**src/design/hpc_pkg.sv**
```systemverilog
/*
  Constants, field layouts and carrier types for the hibernation power control block.
  Assumes a single 250 MHz system clock and a plain strobe register port.
*/
package hpc_pkg;

  localparam int unsigned ADDR_W = 9;
  localparam int unsigned DATA_W = 32;
  localparam int unsigned NSRC   = 4;

  // register offsets (byte addresses)
  localparam logic [8:0] OFF_RTC    = 9'h000;
  localparam logic [8:0] OFF_MATCH0 = 9'h004;
  localparam logic [8:0] OFF_MATCH1 = 9'h008;
  localparam logic [8:0] OFF_CTRL   = 9'h00c;
  localparam logic [8:0] OFF_IM     = 9'h010;
  localparam logic [8:0] OFF_RIS    = 9'h014;
  localparam logic [8:0] OFF_MIS    = 9'h018;
  localparam logic [8:0] OFF_IC     = 9'h01c;
  localparam logic [8:0] OFF_DATA   = 9'h100;
  localparam int unsigned DATA_WORDS = 64;

  // source bit positions, shared by mask, status and clear
  localparam int unsigned SRC_PIN_WAKE    = 0;
  localparam int unsigned SRC_LOW_BATTERY = 1;
  localparam int unsigned SRC_MATCH0      = 2;
  localparam int unsigned SRC_MATCH1      = 3;
  localparam int unsigned low_battery_irq_bit = SRC_LOW_BATTERY;

  // control register: write-only request bit above the stored fields
  localparam int unsigned CTRL_REQ_BIT = 7;
  localparam logic [6:0]  CTRL_RESET   = 7'h00;

  // clock source figures
  localparam int unsigned XTAL_DIV   = 128;
  localparam int unsigned RTC_PREDIV = 32768;

  // pin sampling vector positions
  localparam int unsigned PIN_WAKE = 0;
  localparam int unsigned PIN_LOWB = 1;
  localparam int unsigned PIN_OSC  = 2;
  localparam int unsigned PIN_XTAL = 3;

  typedef struct packed {
    logic low_battery_abort_mode;       // bit 6
    logic low_battery_detect_mode;      // bit 5
    logic wake_rtc_en;                  // bit 4
    logic wake_pin_en;                  // bit 3
    logic crystal_divided_clock_select; // bit 2
    logic rtc_en;                       // bit 1
    logic active;                       // bit 0
  } hpc_ctrl_s;

  typedef enum logic [1:0] {
    HPC_RUN = 2'b01,
    HPC_HIB = 2'b10
  } hpc_state_e;

endpackage

```
**src/design/hpc_top.sv**
```systemverilog
/*
  Hibernation power control: interrupt status and mask, counter with two
  match registers, low battery handling, regulator enable sequencing and
  retained storage. Assumes the pins wake_pin, battery_low, osc_in and xtal_in
  are asynchronous; rst is the cold reset of the battery-backed domain only.
*/
// Local design decisions: the placing of the registers and the strobed register port.
module hpc_top #(
  parameter int unsigned PREDIV = hpc_pkg::RTC_PREDIV
) (
  // clock and reset
  input  wire logic                      clock,
  input  wire logic                      rst,
  // register port
  input  wire logic [hpc_pkg::ADDR_W-1:0] addr,
  input  wire logic [hpc_pkg::DATA_W-1:0] wdata,
  input  wire logic                      wr,
  input  wire logic                      rd,
  output logic      [hpc_pkg::DATA_W-1:0] rdata,
  // external pins
  input  wire logic                      wake_pin,
  input  wire logic                      battery_low,
  input  wire logic                      osc_in,
  input  wire logic                      xtal_in,
  output logic                           regulator_en,
  output logic                           irq
);

  ////////////////////////////////////////////////////////////////////////////
  // pin synchronisers: three stages, level moves once stages two and three agree
  logic [3:0] s1_q, s2_q, s3_q, pin_q, pin_d, pin_prev_q;

  always_comb begin
    for (int i = 0; i < 4; i++) begin
      pin_d[i] = (s2_q[i] == s3_q[i]) ? s3_q[i] : pin_q[i];
    end
  end

  always_ff @(posedge clock) begin
    if (rst) begin
      s1_q       <= 4'h0;
      s2_q       <= 4'h0;
      s3_q       <= 4'h0;
      pin_q      <= 4'h0;
      pin_prev_q <= 4'h0;
    end else begin
      s1_q       <= {xtal_in, osc_in, battery_low, wake_pin};
      s2_q       <= s1_q;
      s3_q       <= s2_q;
      pin_q      <= pin_d;
      pin_prev_q <= pin_q;
    end
  end

  logic [3:0] pin_rise;
  assign pin_rise = pin_q & ~pin_prev_q;

  ////////////////////////////////////////////////////////////////////////////
  // register decode
  logic ctrl_wr, ic_wr, rtc_wr, m0_wr, m1_wr, im_wr, data_hit;
  assign ctrl_wr  = wr && (addr == hpc_pkg::OFF_CTRL);
  assign ic_wr    = wr && (addr == hpc_pkg::OFF_IC);
  assign rtc_wr   = wr && (addr == hpc_pkg::OFF_RTC);
  assign m0_wr    = wr && (addr == hpc_pkg::OFF_MATCH0);
  assign m1_wr    = wr && (addr == hpc_pkg::OFF_MATCH1);
  assign im_wr    = wr && (addr == hpc_pkg::OFF_IM);
  assign data_hit = addr[8] && (addr[1:0] == 2'b00);

  ////////////////////////////////////////////////////////////////////////////
  // counter clock: raw oscillator edge or every 128th crystal edge, then predivider
  hpc_pkg::hpc_ctrl_s ctrl_q, ctrl_d;
  logic [6:0]  xdiv_q, xdiv_d;
  logic [15:0] pre_q, pre_d;
  logic [31:0] rtc_q, rtc_d, match0_q, match0_d, match1_q, match1_d;
  logic        src_tick, sec_tick, rtc_run, ev_m0, ev_m1;

  assign rtc_run = ctrl_q.active && ctrl_q.rtc_en;

  always_comb begin
    xdiv_d   = xdiv_q;
    src_tick = 1'b0;
    if (ctrl_q.crystal_divided_clock_select) begin
      if (pin_rise[hpc_pkg::PIN_XTAL]) begin
        xdiv_d   = 7'(xdiv_q + 7'h01);
        src_tick = (xdiv_q == 7'(hpc_pkg::XTAL_DIV - 1));
      end
    end else begin
      src_tick = pin_rise[hpc_pkg::PIN_OSC];
    end
    pre_d    = pre_q;
    sec_tick = 1'b0;
    if (rtc_run && src_tick) begin
      if (pre_q == 16'(PREDIV - 1)) begin
        pre_d    = 16'h0000;
        sec_tick = 1'b1;
      end else begin
        pre_d = 16'(pre_q + 16'h0001);
      end
    end
    rtc_d    = rtc_q;
    match0_d = m0_wr ? wdata : match0_q;
    match1_d = m1_wr ? wdata : match1_q;
    if (rtc_wr) begin
      rtc_d = wdata;
      pre_d = 16'h0000;
    end else if (sec_tick) begin
      rtc_d = rtc_q + 32'h0000_0001;
    end
    // a match fires as the counter steps onto the match value
    ev_m0 = sec_tick && !rtc_wr && (rtc_d == match0_q);
    ev_m1 = sec_tick && !rtc_wr && (rtc_d == match1_q);
  end

  always_ff @(posedge clock) begin
    if (rst) begin
      xdiv_q   <= 7'h00;
      pre_q    <= 16'h0000;
      rtc_q    <= 32'h0000_0000;
      match0_q <= 32'h0000_0000;
      match1_q <= 32'h0000_0000;
    end else begin
      xdiv_q   <= xdiv_d;
      pre_q    <= pre_d;
      rtc_q    <= rtc_d;
      match0_q <= match0_d;
      match1_q <= match1_d;
    end
  end

  ////////////////////////////////////////////////////////////////////////////
  // interrupt status: events set, clear writes drop, set beats clear
  logic [3:0] ris_q, ris_d, im_q, im_d, set_ev, mis;
  logic       irq_q, irq_d, lowbat_now;

  assign lowbat_now = pin_q[hpc_pkg::PIN_LOWB] && ctrl_q.active &&
                      (ctrl_q.low_battery_detect_mode || ctrl_q.low_battery_abort_mode);
  assign mis = ris_q & im_q;

  always_comb begin
    set_ev = 4'h0;
    set_ev[hpc_pkg::SRC_PIN_WAKE]        = pin_rise[hpc_pkg::PIN_WAKE] && ctrl_q.active;
    set_ev[hpc_pkg::low_battery_irq_bit] = lowbat_now;
    set_ev[hpc_pkg::SRC_MATCH0]          = ev_m0;
    set_ev[hpc_pkg::SRC_MATCH1]          = ev_m1;
    ris_d = ris_q;
    if (ic_wr) begin
      ris_d = ris_q & ~wdata[3:0];
    end
    ris_d = ris_d | set_ev;
    im_d  = im_wr ? wdata[3:0] : im_q;
    irq_d = |mis;
  end

  always_ff @(posedge clock) begin
    if (rst) begin
      ris_q <= 4'h0;
      im_q  <= 4'h0;
      irq_q <= 1'b0;
    end else begin
      ris_q <= ris_d;
      im_q  <= im_d;
      irq_q <= irq_d;
    end
  end

  assign irq = irq_q;

  ////////////////////////////////////////////////////////////////////////////
  // control and power sequencing; survives processor reset, only rst clears it
  hpc_pkg::hpc_state_e state_q, state_d;
  logic req_take, wake_cond;

  assign req_take  = ctrl_wr && wdata[hpc_pkg::CTRL_REQ_BIT] && ctrl_d.active;
  assign wake_cond = (ctrl_q.wake_pin_en && pin_rise[hpc_pkg::PIN_WAKE]) ||
                     (ctrl_q.wake_rtc_en && (ev_m0 || ev_m1));

  always_comb begin
    ctrl_d  = ctrl_wr ? hpc_pkg::hpc_ctrl_s'(wdata[6:0]) : ctrl_q;
    state_d = state_q;
    case (state_q)
      hpc_pkg::HPC_RUN: begin
        // abort mode refuses the request while the battery reads low
        if (req_take && !(ctrl_d.low_battery_abort_mode && pin_q[hpc_pkg::PIN_LOWB])) begin
          state_d = hpc_pkg::HPC_HIB;
        end
      end
      hpc_pkg::HPC_HIB: begin
        if (wake_cond) begin
          state_d = hpc_pkg::HPC_RUN;
        end
      end
      default: state_d = hpc_pkg::HPC_RUN;
    endcase
  end

  always_ff @(posedge clock) begin
    if (rst) begin
      ctrl_q  <= hpc_pkg::hpc_ctrl_s'(hpc_pkg::CTRL_RESET);
      state_q <= hpc_pkg::HPC_RUN;
    end else begin
      ctrl_q  <= ctrl_d;
      state_q <= state_d;
    end
  end

  assign regulator_en = (state_q == hpc_pkg::HPC_RUN);

  ////////////////////////////////////////////////////////////////////////////
  // retained storage and read path; data stands one cycle after the read strobe
  logic [31:0] mem_q [hpc_pkg::DATA_WORDS];
  logic [31:0] rdata_q, rdata_d;

  always_ff @(posedge clock) begin
    if (wr && data_hit) begin
      mem_q[addr[7:2]] <= wdata;
    end
  end

  always_comb begin
    rdata_d = 32'h0000_0000;
    if (rd) begin
      if (data_hit) begin
        rdata_d = mem_q[addr[7:2]];
      end else begin
        case (addr)
          hpc_pkg::OFF_RTC:    rdata_d = rtc_q;
          hpc_pkg::OFF_MATCH0: rdata_d = match0_q;
          hpc_pkg::OFF_MATCH1: rdata_d = match1_q;
          hpc_pkg::OFF_CTRL:   rdata_d = {25'h0000000, ctrl_q};
          hpc_pkg::OFF_IM:     rdata_d = {28'h0000000, im_q};
          hpc_pkg::OFF_RIS:    rdata_d = {28'h0000000, ris_q};
          hpc_pkg::OFF_MIS:    rdata_d = {28'h0000000, mis};
          default:             rdata_d = 32'h0000_0000;
        endcase
      end
    end
  end

  always_ff @(posedge clock) begin
    if (rst) begin
      rdata_q <= 32'h0000_0000;
    end else begin
      rdata_q <= rdata_d;
    end
  end

  assign rdata = rdata_q;
endmodule

```
**config.mk**
```make
export PLATFORM = sky130hd
export DESIGN_NAME = hpc_top
export DESIGN_NICKNAME = d
export VERILOG_FILES = /design/src/design/hpc_pkg.sv /design/src/design/hpc_top.sv
export SDC_FILE = /design/constraint.sdc
export NUM_CORES = 2
export LEC_CHECK = 0
export ABC_CLOCK_PERIOD_IN_PS = 9100
export BUFFER_PORTS_ARGS = -buffer_cell sky130_fd_sc_hd__clkbuf_2
export CORE_AREA = 2 2 364 366
export DETAILED_ROUTE_END_ITERATION = 6
export DIE_AREA = 0 0 366 368
export PLACE_DENSITY = 0.84
export SYNTH_ARGS = -nofsm -noshare
export SYNTH_HDL_FRONTEND = slang
export SYNTH_SLANG_ARGS = --single-unit
```
**constraint.sdc**
```tcl
create_clock -name clock -period 9.1 [get_ports clock]
set_input_delay 0.455 -clock clock [delete_from_list [all_inputs] [get_ports clock]]
set_output_delay 0.455 -clock clock [all_outputs]
set_load 0.1 [all_outputs]
```
# == Word-level counts from Yosys, hierarchy flattened ==
# Memories as Yosys holds them, arrays and structs flattened.
# Index checks and enable logic that the tools add are counted.
# classes
add_sub_neg,3
multipliers,0
div_mod_pow,0
n_lt_le_gt_ge,0
eq_ne,19
n_shift,0
muxes,16
n_bitwise,7
n_reduce_logical,34
# op_table
operator,count
$pmux W32 S7,1
$mux W32,3
$eq A32 B32 Y1,2
$eq A9 B5 Y1 const B,4
$add A32 B1 Y32 const B,1
$logic_and A1 B1 Y1,22
$eq A9 B4 Y1 const B,2
$add A16 B1 Y16 const B,1
$eq A16 B15 Y1 const B,1
$mux W16,1
$and A4 B4 Y4,3
$eq A9 B3 Y1 const B,1
$logic_not A9 Y1,1
$not A4 Y4,2
$add A7 B1 Y7 const B,1
$eq A7 B7 Y1 const B,1
$mux W7,1
$mux W1,6
$eq A1 B1 Y1,4
$mux W2,2
$mux W4,1
$or A4 B4 Y4,1
$pmux W2 S2,1
$reduce_and A2 Y1,2
other kinds (10),14
# word_totals
regBits,189
latchBits,0
ramBits,2048
mem_bits_ro,0
in_bits,49
out_inout_bits,34
wordCells,105
memories,1
# memory_table
memory,depth,word_bits,rd,rd_ports_with_merged_regs,write_ports,line,source
mem_q,64,32,1,0,1,hpc_top.sv:210,logic [31:0] mem_q [hpc_pkg::DATA_WORDS];

# == Logic depth before layout (Yosys ltp) ==
# depth
depth_word,15
mapped_depth,14
mapped_depth_nobuf,11

# == Least setup slack after synthesis ==
# OpenSTA, ideal clock, no wires.
# synth_path
kind,input -> register
start,input addr[3] in the netlist's numbering
end,memory mem_q[11][0] (enable)
t_arrival_ns,4.159
slack_ns,4.520
path_stages,9
path_buffers,7
cell_sequence,clkbuf_1 > clkbuf_1 > buf_1 > buf_2 > buf_1 > buf_1 > clkbuf_1 > nand3_1 > nor2_1
# synth_rtl
item,line,source
start: declaration,hpc_top.sv:15,"input wire logic [hpc_pkg::ADDR_W-1:0] addr,"
end: declaration,hpc_top.sv:210,
# No word-level cell before the write port.

# == Final worst setup path ==
# layout_path
start,register rtc_q[0]
end,register state_q[1]
# layout_via
elab_chain_len,10
elab_cells_between_ends,12
# layout_rtl
item,line,source
start: declaration,hpc_top.sv:74,"logic [31:0] rtc_q, rtc_d, match0_q, match0_d, match1_q, match1_d;"
start signal: assignment,hpc_top.sv:124,rtc_q <= rtc_d;
$add A32 B1 Y32,hpc_top.sv:107,rtc_d = rtc_q + 32'h0000_0001;
$mux W32 *,hpc_top.sv:106,end else if (sec_tick) begin
$mux W32 *,hpc_top.sv:103,if (rtc_wr) begin
"$eq A32 B32 Y1, on equally long branches","hpc_top.sv:110, hpc_top.sv:111",
"$logic_and A1 B1 Y1, on equally long branches","hpc_top.sv:110, hpc_top.sv:111",
$logic_or A1 B1 Y1 *,hpc_top.sv:175,(ctrl_q.wake_rtc_en && (ev_m0 || ev_m1));
$logic_and A1 B1 Y1 *,hpc_top.sv:175,
$logic_or A1 B1 Y1 *,hpc_top.sv:174,assign wake_cond = (ctrl_q.wake_pin_en && pin_rise[hpc_pkg::PIN_WAKE]) ||
$ne A2 B2 Y1 (no line) *,--,
$reduce_and A2 Y1 (no line) *,--,
end signal: assignment,hpc_top.sv:199,state_q <= hpc_pkg::HPC_RUN;
end signal: assignment,hpc_top.sv:202,state_q <= state_d;
end: declaration,hpc_top.sv:170,"hpc_pkg::hpc_state_e state_q, state_d;"
# Mark *: on every way between the ends. The rest lies on a longest branch, timed or not.
# A chain may end at the register's enable or synchronous reset.

==> impl_metrics.json <==
{
  "status": "finished with violations",
  "violations": "design-rule violations",
  "synth_fp_nets": 4530,
  "synth_top_area_frac": 0.695,
  "fin_worst_skew_ps": 41.8,
  "yosys_register_bits": 2236,
  "syn-cell-area_um2": 88400,
  "ys_warn_count": 0,
  "firstDrtPassIters": 7,
  "reg2reg_setup_slack_ps": 4730,
  "path_clk_slew_ps": 70,
  "wl_per_cell_um": 42.8,
  "yosysSeqAreaShare": 0.738,
  "min_path_type": "input port to flip-flop",
  "clk_path_buf_depth": 3,
  "htreeDepth": 4,
  "final_layout_size_suffix_gt1_frac": 0.261,
  "cpMostUsedCell": "nand2_1",
  "power_density_nw_per_um2": 213,
  "arrival_ps": 5130,
  "peakVddDrop_v": 0.000195,
  "syn_to_final_growth_pct": 11.2,
  "worst_slew_pin_slew_ps": 1370,
  "std_cell_rows": 133,
  "cts_made_buffers": 207,
  "worstPathRequired_ps": 9860,
  "drt_wl_total_um": 283000,
  "placed_cell_area_um2": 91700,
  "timing.critical_path.from": "rtc_q[0]",
  "crit_fanout": 9,
  "port_buffers": 82,
  "ioPinCount": 83,
  "synth_largest_area_cell": "edfxtp_1",
  "power_uw": 20900,
  "synth_top_flop_cell": "edfxtp_1",
  "p_leak_uw": 0.0307,
  "post-cts-setup-buffers": 0,
  "grt_pass1_vias": 51200,
  "end_kind": "flip-flop",
  "viasPerCell": 7.79,
  "ys_types": 86,
  "crit_chain": "ha_1, nand2_1, nor4_1, nand2_1, or4_1, a31oi_1, xor2_1, a2111oi_0, and4_1, a22oi_1, o21a_1",
  "grt_pass1_wl_um": 394000,
  "reg2reg_to": "state_q[1]",
  "tns_ps": 0,
  "core_area_um2": 131000,
  "maxCapViolCount": 0,
  "cts.sinks": 2236,
  "synthArstFlopShare": 0,
  "reg2regPathDepth": 11,
  "crit_path_end": "state_q[1]",
  "synthTopCellsByArea": "edfxtp_1, mux4_2, dfxtp_1",
  "cts-root-buf": "clkbuf_16",
  "finalMaxSlewViolations": 0,
  "cts_tree": "built",
  "die_area_um2": 135000,
  "path_class": "flip-flop to flip-flop",
  "gp_congestion": 0.992,
  "synth_edf_count": 2048,
  "slowest_delay_ps": 780,
  "fin_ws_ps": 4730,
  "first_iter_violations": 10500,
  "final-hold-violation-count": 0,
  "min-delay-start": "wdata[15]",
  "pre_cts_slack_ps": 4530,
  "max_freq_ghz": 0.229,
  "setup_viol": 0,
  "die_h_um": 368,
  "antenna_found_initial": 30,
  "finalCriticalPeriod_ps": 4370,
  "overflow": 0,
  "startpoint_type": "flip-flop",
  "fin_area_um2": 98400,
  "syn_area_per_cell_um2": 19.7,
  "die_w_um": 366,
  "fin_nets": 4715,
  "postRouteAntennaNets": 0,
  "remaining_drc_errors": 8,
  "slowest_stage": "nor4_1",
  "fin_crit_sh": 0.480,
  "rr_startpoint": "rtc_q[0]",
  "grt_max_degree": 124,
  "start_util": 0.676,
  "clk_latency_ps": 890,
  "postSynthCellCount": 4478,
  "slew_headroom": 0.0797,
  "hpwl_um": 147000,
  "route.vias.total": 51400,
  "cts_resized": 0,
  "rsz0062_at_grt": "false",
  "track_usage": 0.426
}
## repair_timing
item	CTS	global route
hold endpoints to repair	4	0
setup endpoints to repair	0	0
hold buffers	4	0
## sequential cells by signal (all words and copies together) (netlist names)
name / flops
mem_q: 2048
match0_q: 32
match1_q: 32
rdata: 32
rtc_q: 32
pre_q: 16
ctrl_q: 7
xdiv_q: 7
im_q: 4
pin_q: 4
ris_q: 4
s1_q: 4
s2_q: 4
s3_q: 4
pin_prev_q: 3
state_q: 2
irq: 1
## worst max-delay path: cells and delay by family, from the launching register on
kind	cells	cell delay (ps)
adder cells (fa/ha/maj)	1	430
flip-flops	1	530
AO/OA/AOI/OAI	4	1000
XOR/XNOR	1	130
AND/OR/NAND/NOR	5	2180
## through the flow
stage / hold slack [ps] / std cells / util
floorplan: 414 / 4478 / -
global placement: 443 / 6205 / 0.701
detailed placement: 433 / 6205 / 0.701
CTS: 46.5 / 6590 / 0.752
global route: 90.7 / 6590 / 0.752
finish: 100 / 6604 / 0.752
## final cells by class
type | instances | area [µm²]
diodes | 14 | 35.0
clock buffers | 261 | 5560
clock inverters | 120 | 992
fillers | 6581 | 32400
inverters | 18 | 70.1
multi-input cells | 1954 | 22500
flip-flops and latches | 2236 | 65300
well taps | 1755 | 2200
repair buffers | 246 | 1750
## where the power goes
part	total [µW]	switching, µW	leakage (µW)	internal [µW]
Sequential	11200	8.86	0.0199	11200
Combinational	1050	695	0.00761	354
Clock	8640	3950	0.00320	4690
## worst min path at each step
| stage | endpoint | cells after the start | slack, ps |
|---|---|---|---|
| after CTS | rdata[3] | 4 | 50 |
| after floorplan | s2_q[0] | 1 | 410 |
| after global placement | pin_q[1] | 2 | 440 |
| after detailed placement | s2_q[2] | 1 | 430 |
| after global routing | rdata[3] | 4 | 90 |
| final | match0_q[15] | 4 | 100 |
## per-layer routing
layer,GRT usage,vias up,share of wire
li1,-,18800,-
met1,0.529,25700,0.30
met2,0.652,5485,0.46
met3,0.150,1453,0.16
met4,0.258,36,0.077
met5,0.00463,-,0.0011
## cells in the mapped netlist (all sizes together) (10+ instances only)
master and n:
edfxtp 2048, mux4 628, nand2 275, nor2 212, dfxtp 188, clkbuf 161
a21oi 128, buf 109, mux2i 87, o21ai 60, nand3 54, xnor2 42
nor3 41, xor2 40, nand4 37, nor2b 33, nor4 33, a211oi 28
o22ai 22, a22oi 20, inv 17, nand2b 17, or3 16, a2111oi 12
and3 12, and2 11, and4 10, o31ai 10, or4 10
## layout by cell type (no fill, tap or decap), types with 54 or more instances in the layout
master	n
nor2_4	64
mux2i_1	87
o21ai_0	57
mux4_2	628
clkbuf_16	211
clkbuf_2	77
clkinv_1	54
nand2_1	275
buf_4	156
dfxtp_1	188
nor2_1	148
edfxtp_1	2048
a21oi_1	128
## logic make-up after synthesis
group                      Yosys count  share of synthesized area
AOI/OAI and AO/OA                  358                     0.0262
DFF                               2236                      0.738
muxes                              722                      0.171
adders and majority gates            3                   0.000425
buffers and inverters              288                     0.0132
and+or+nand+nor                    789                     0.0432
xor gates and xnor gates            82                    0.00812
No activity file was read; power rests on OpenSTA's default activity.
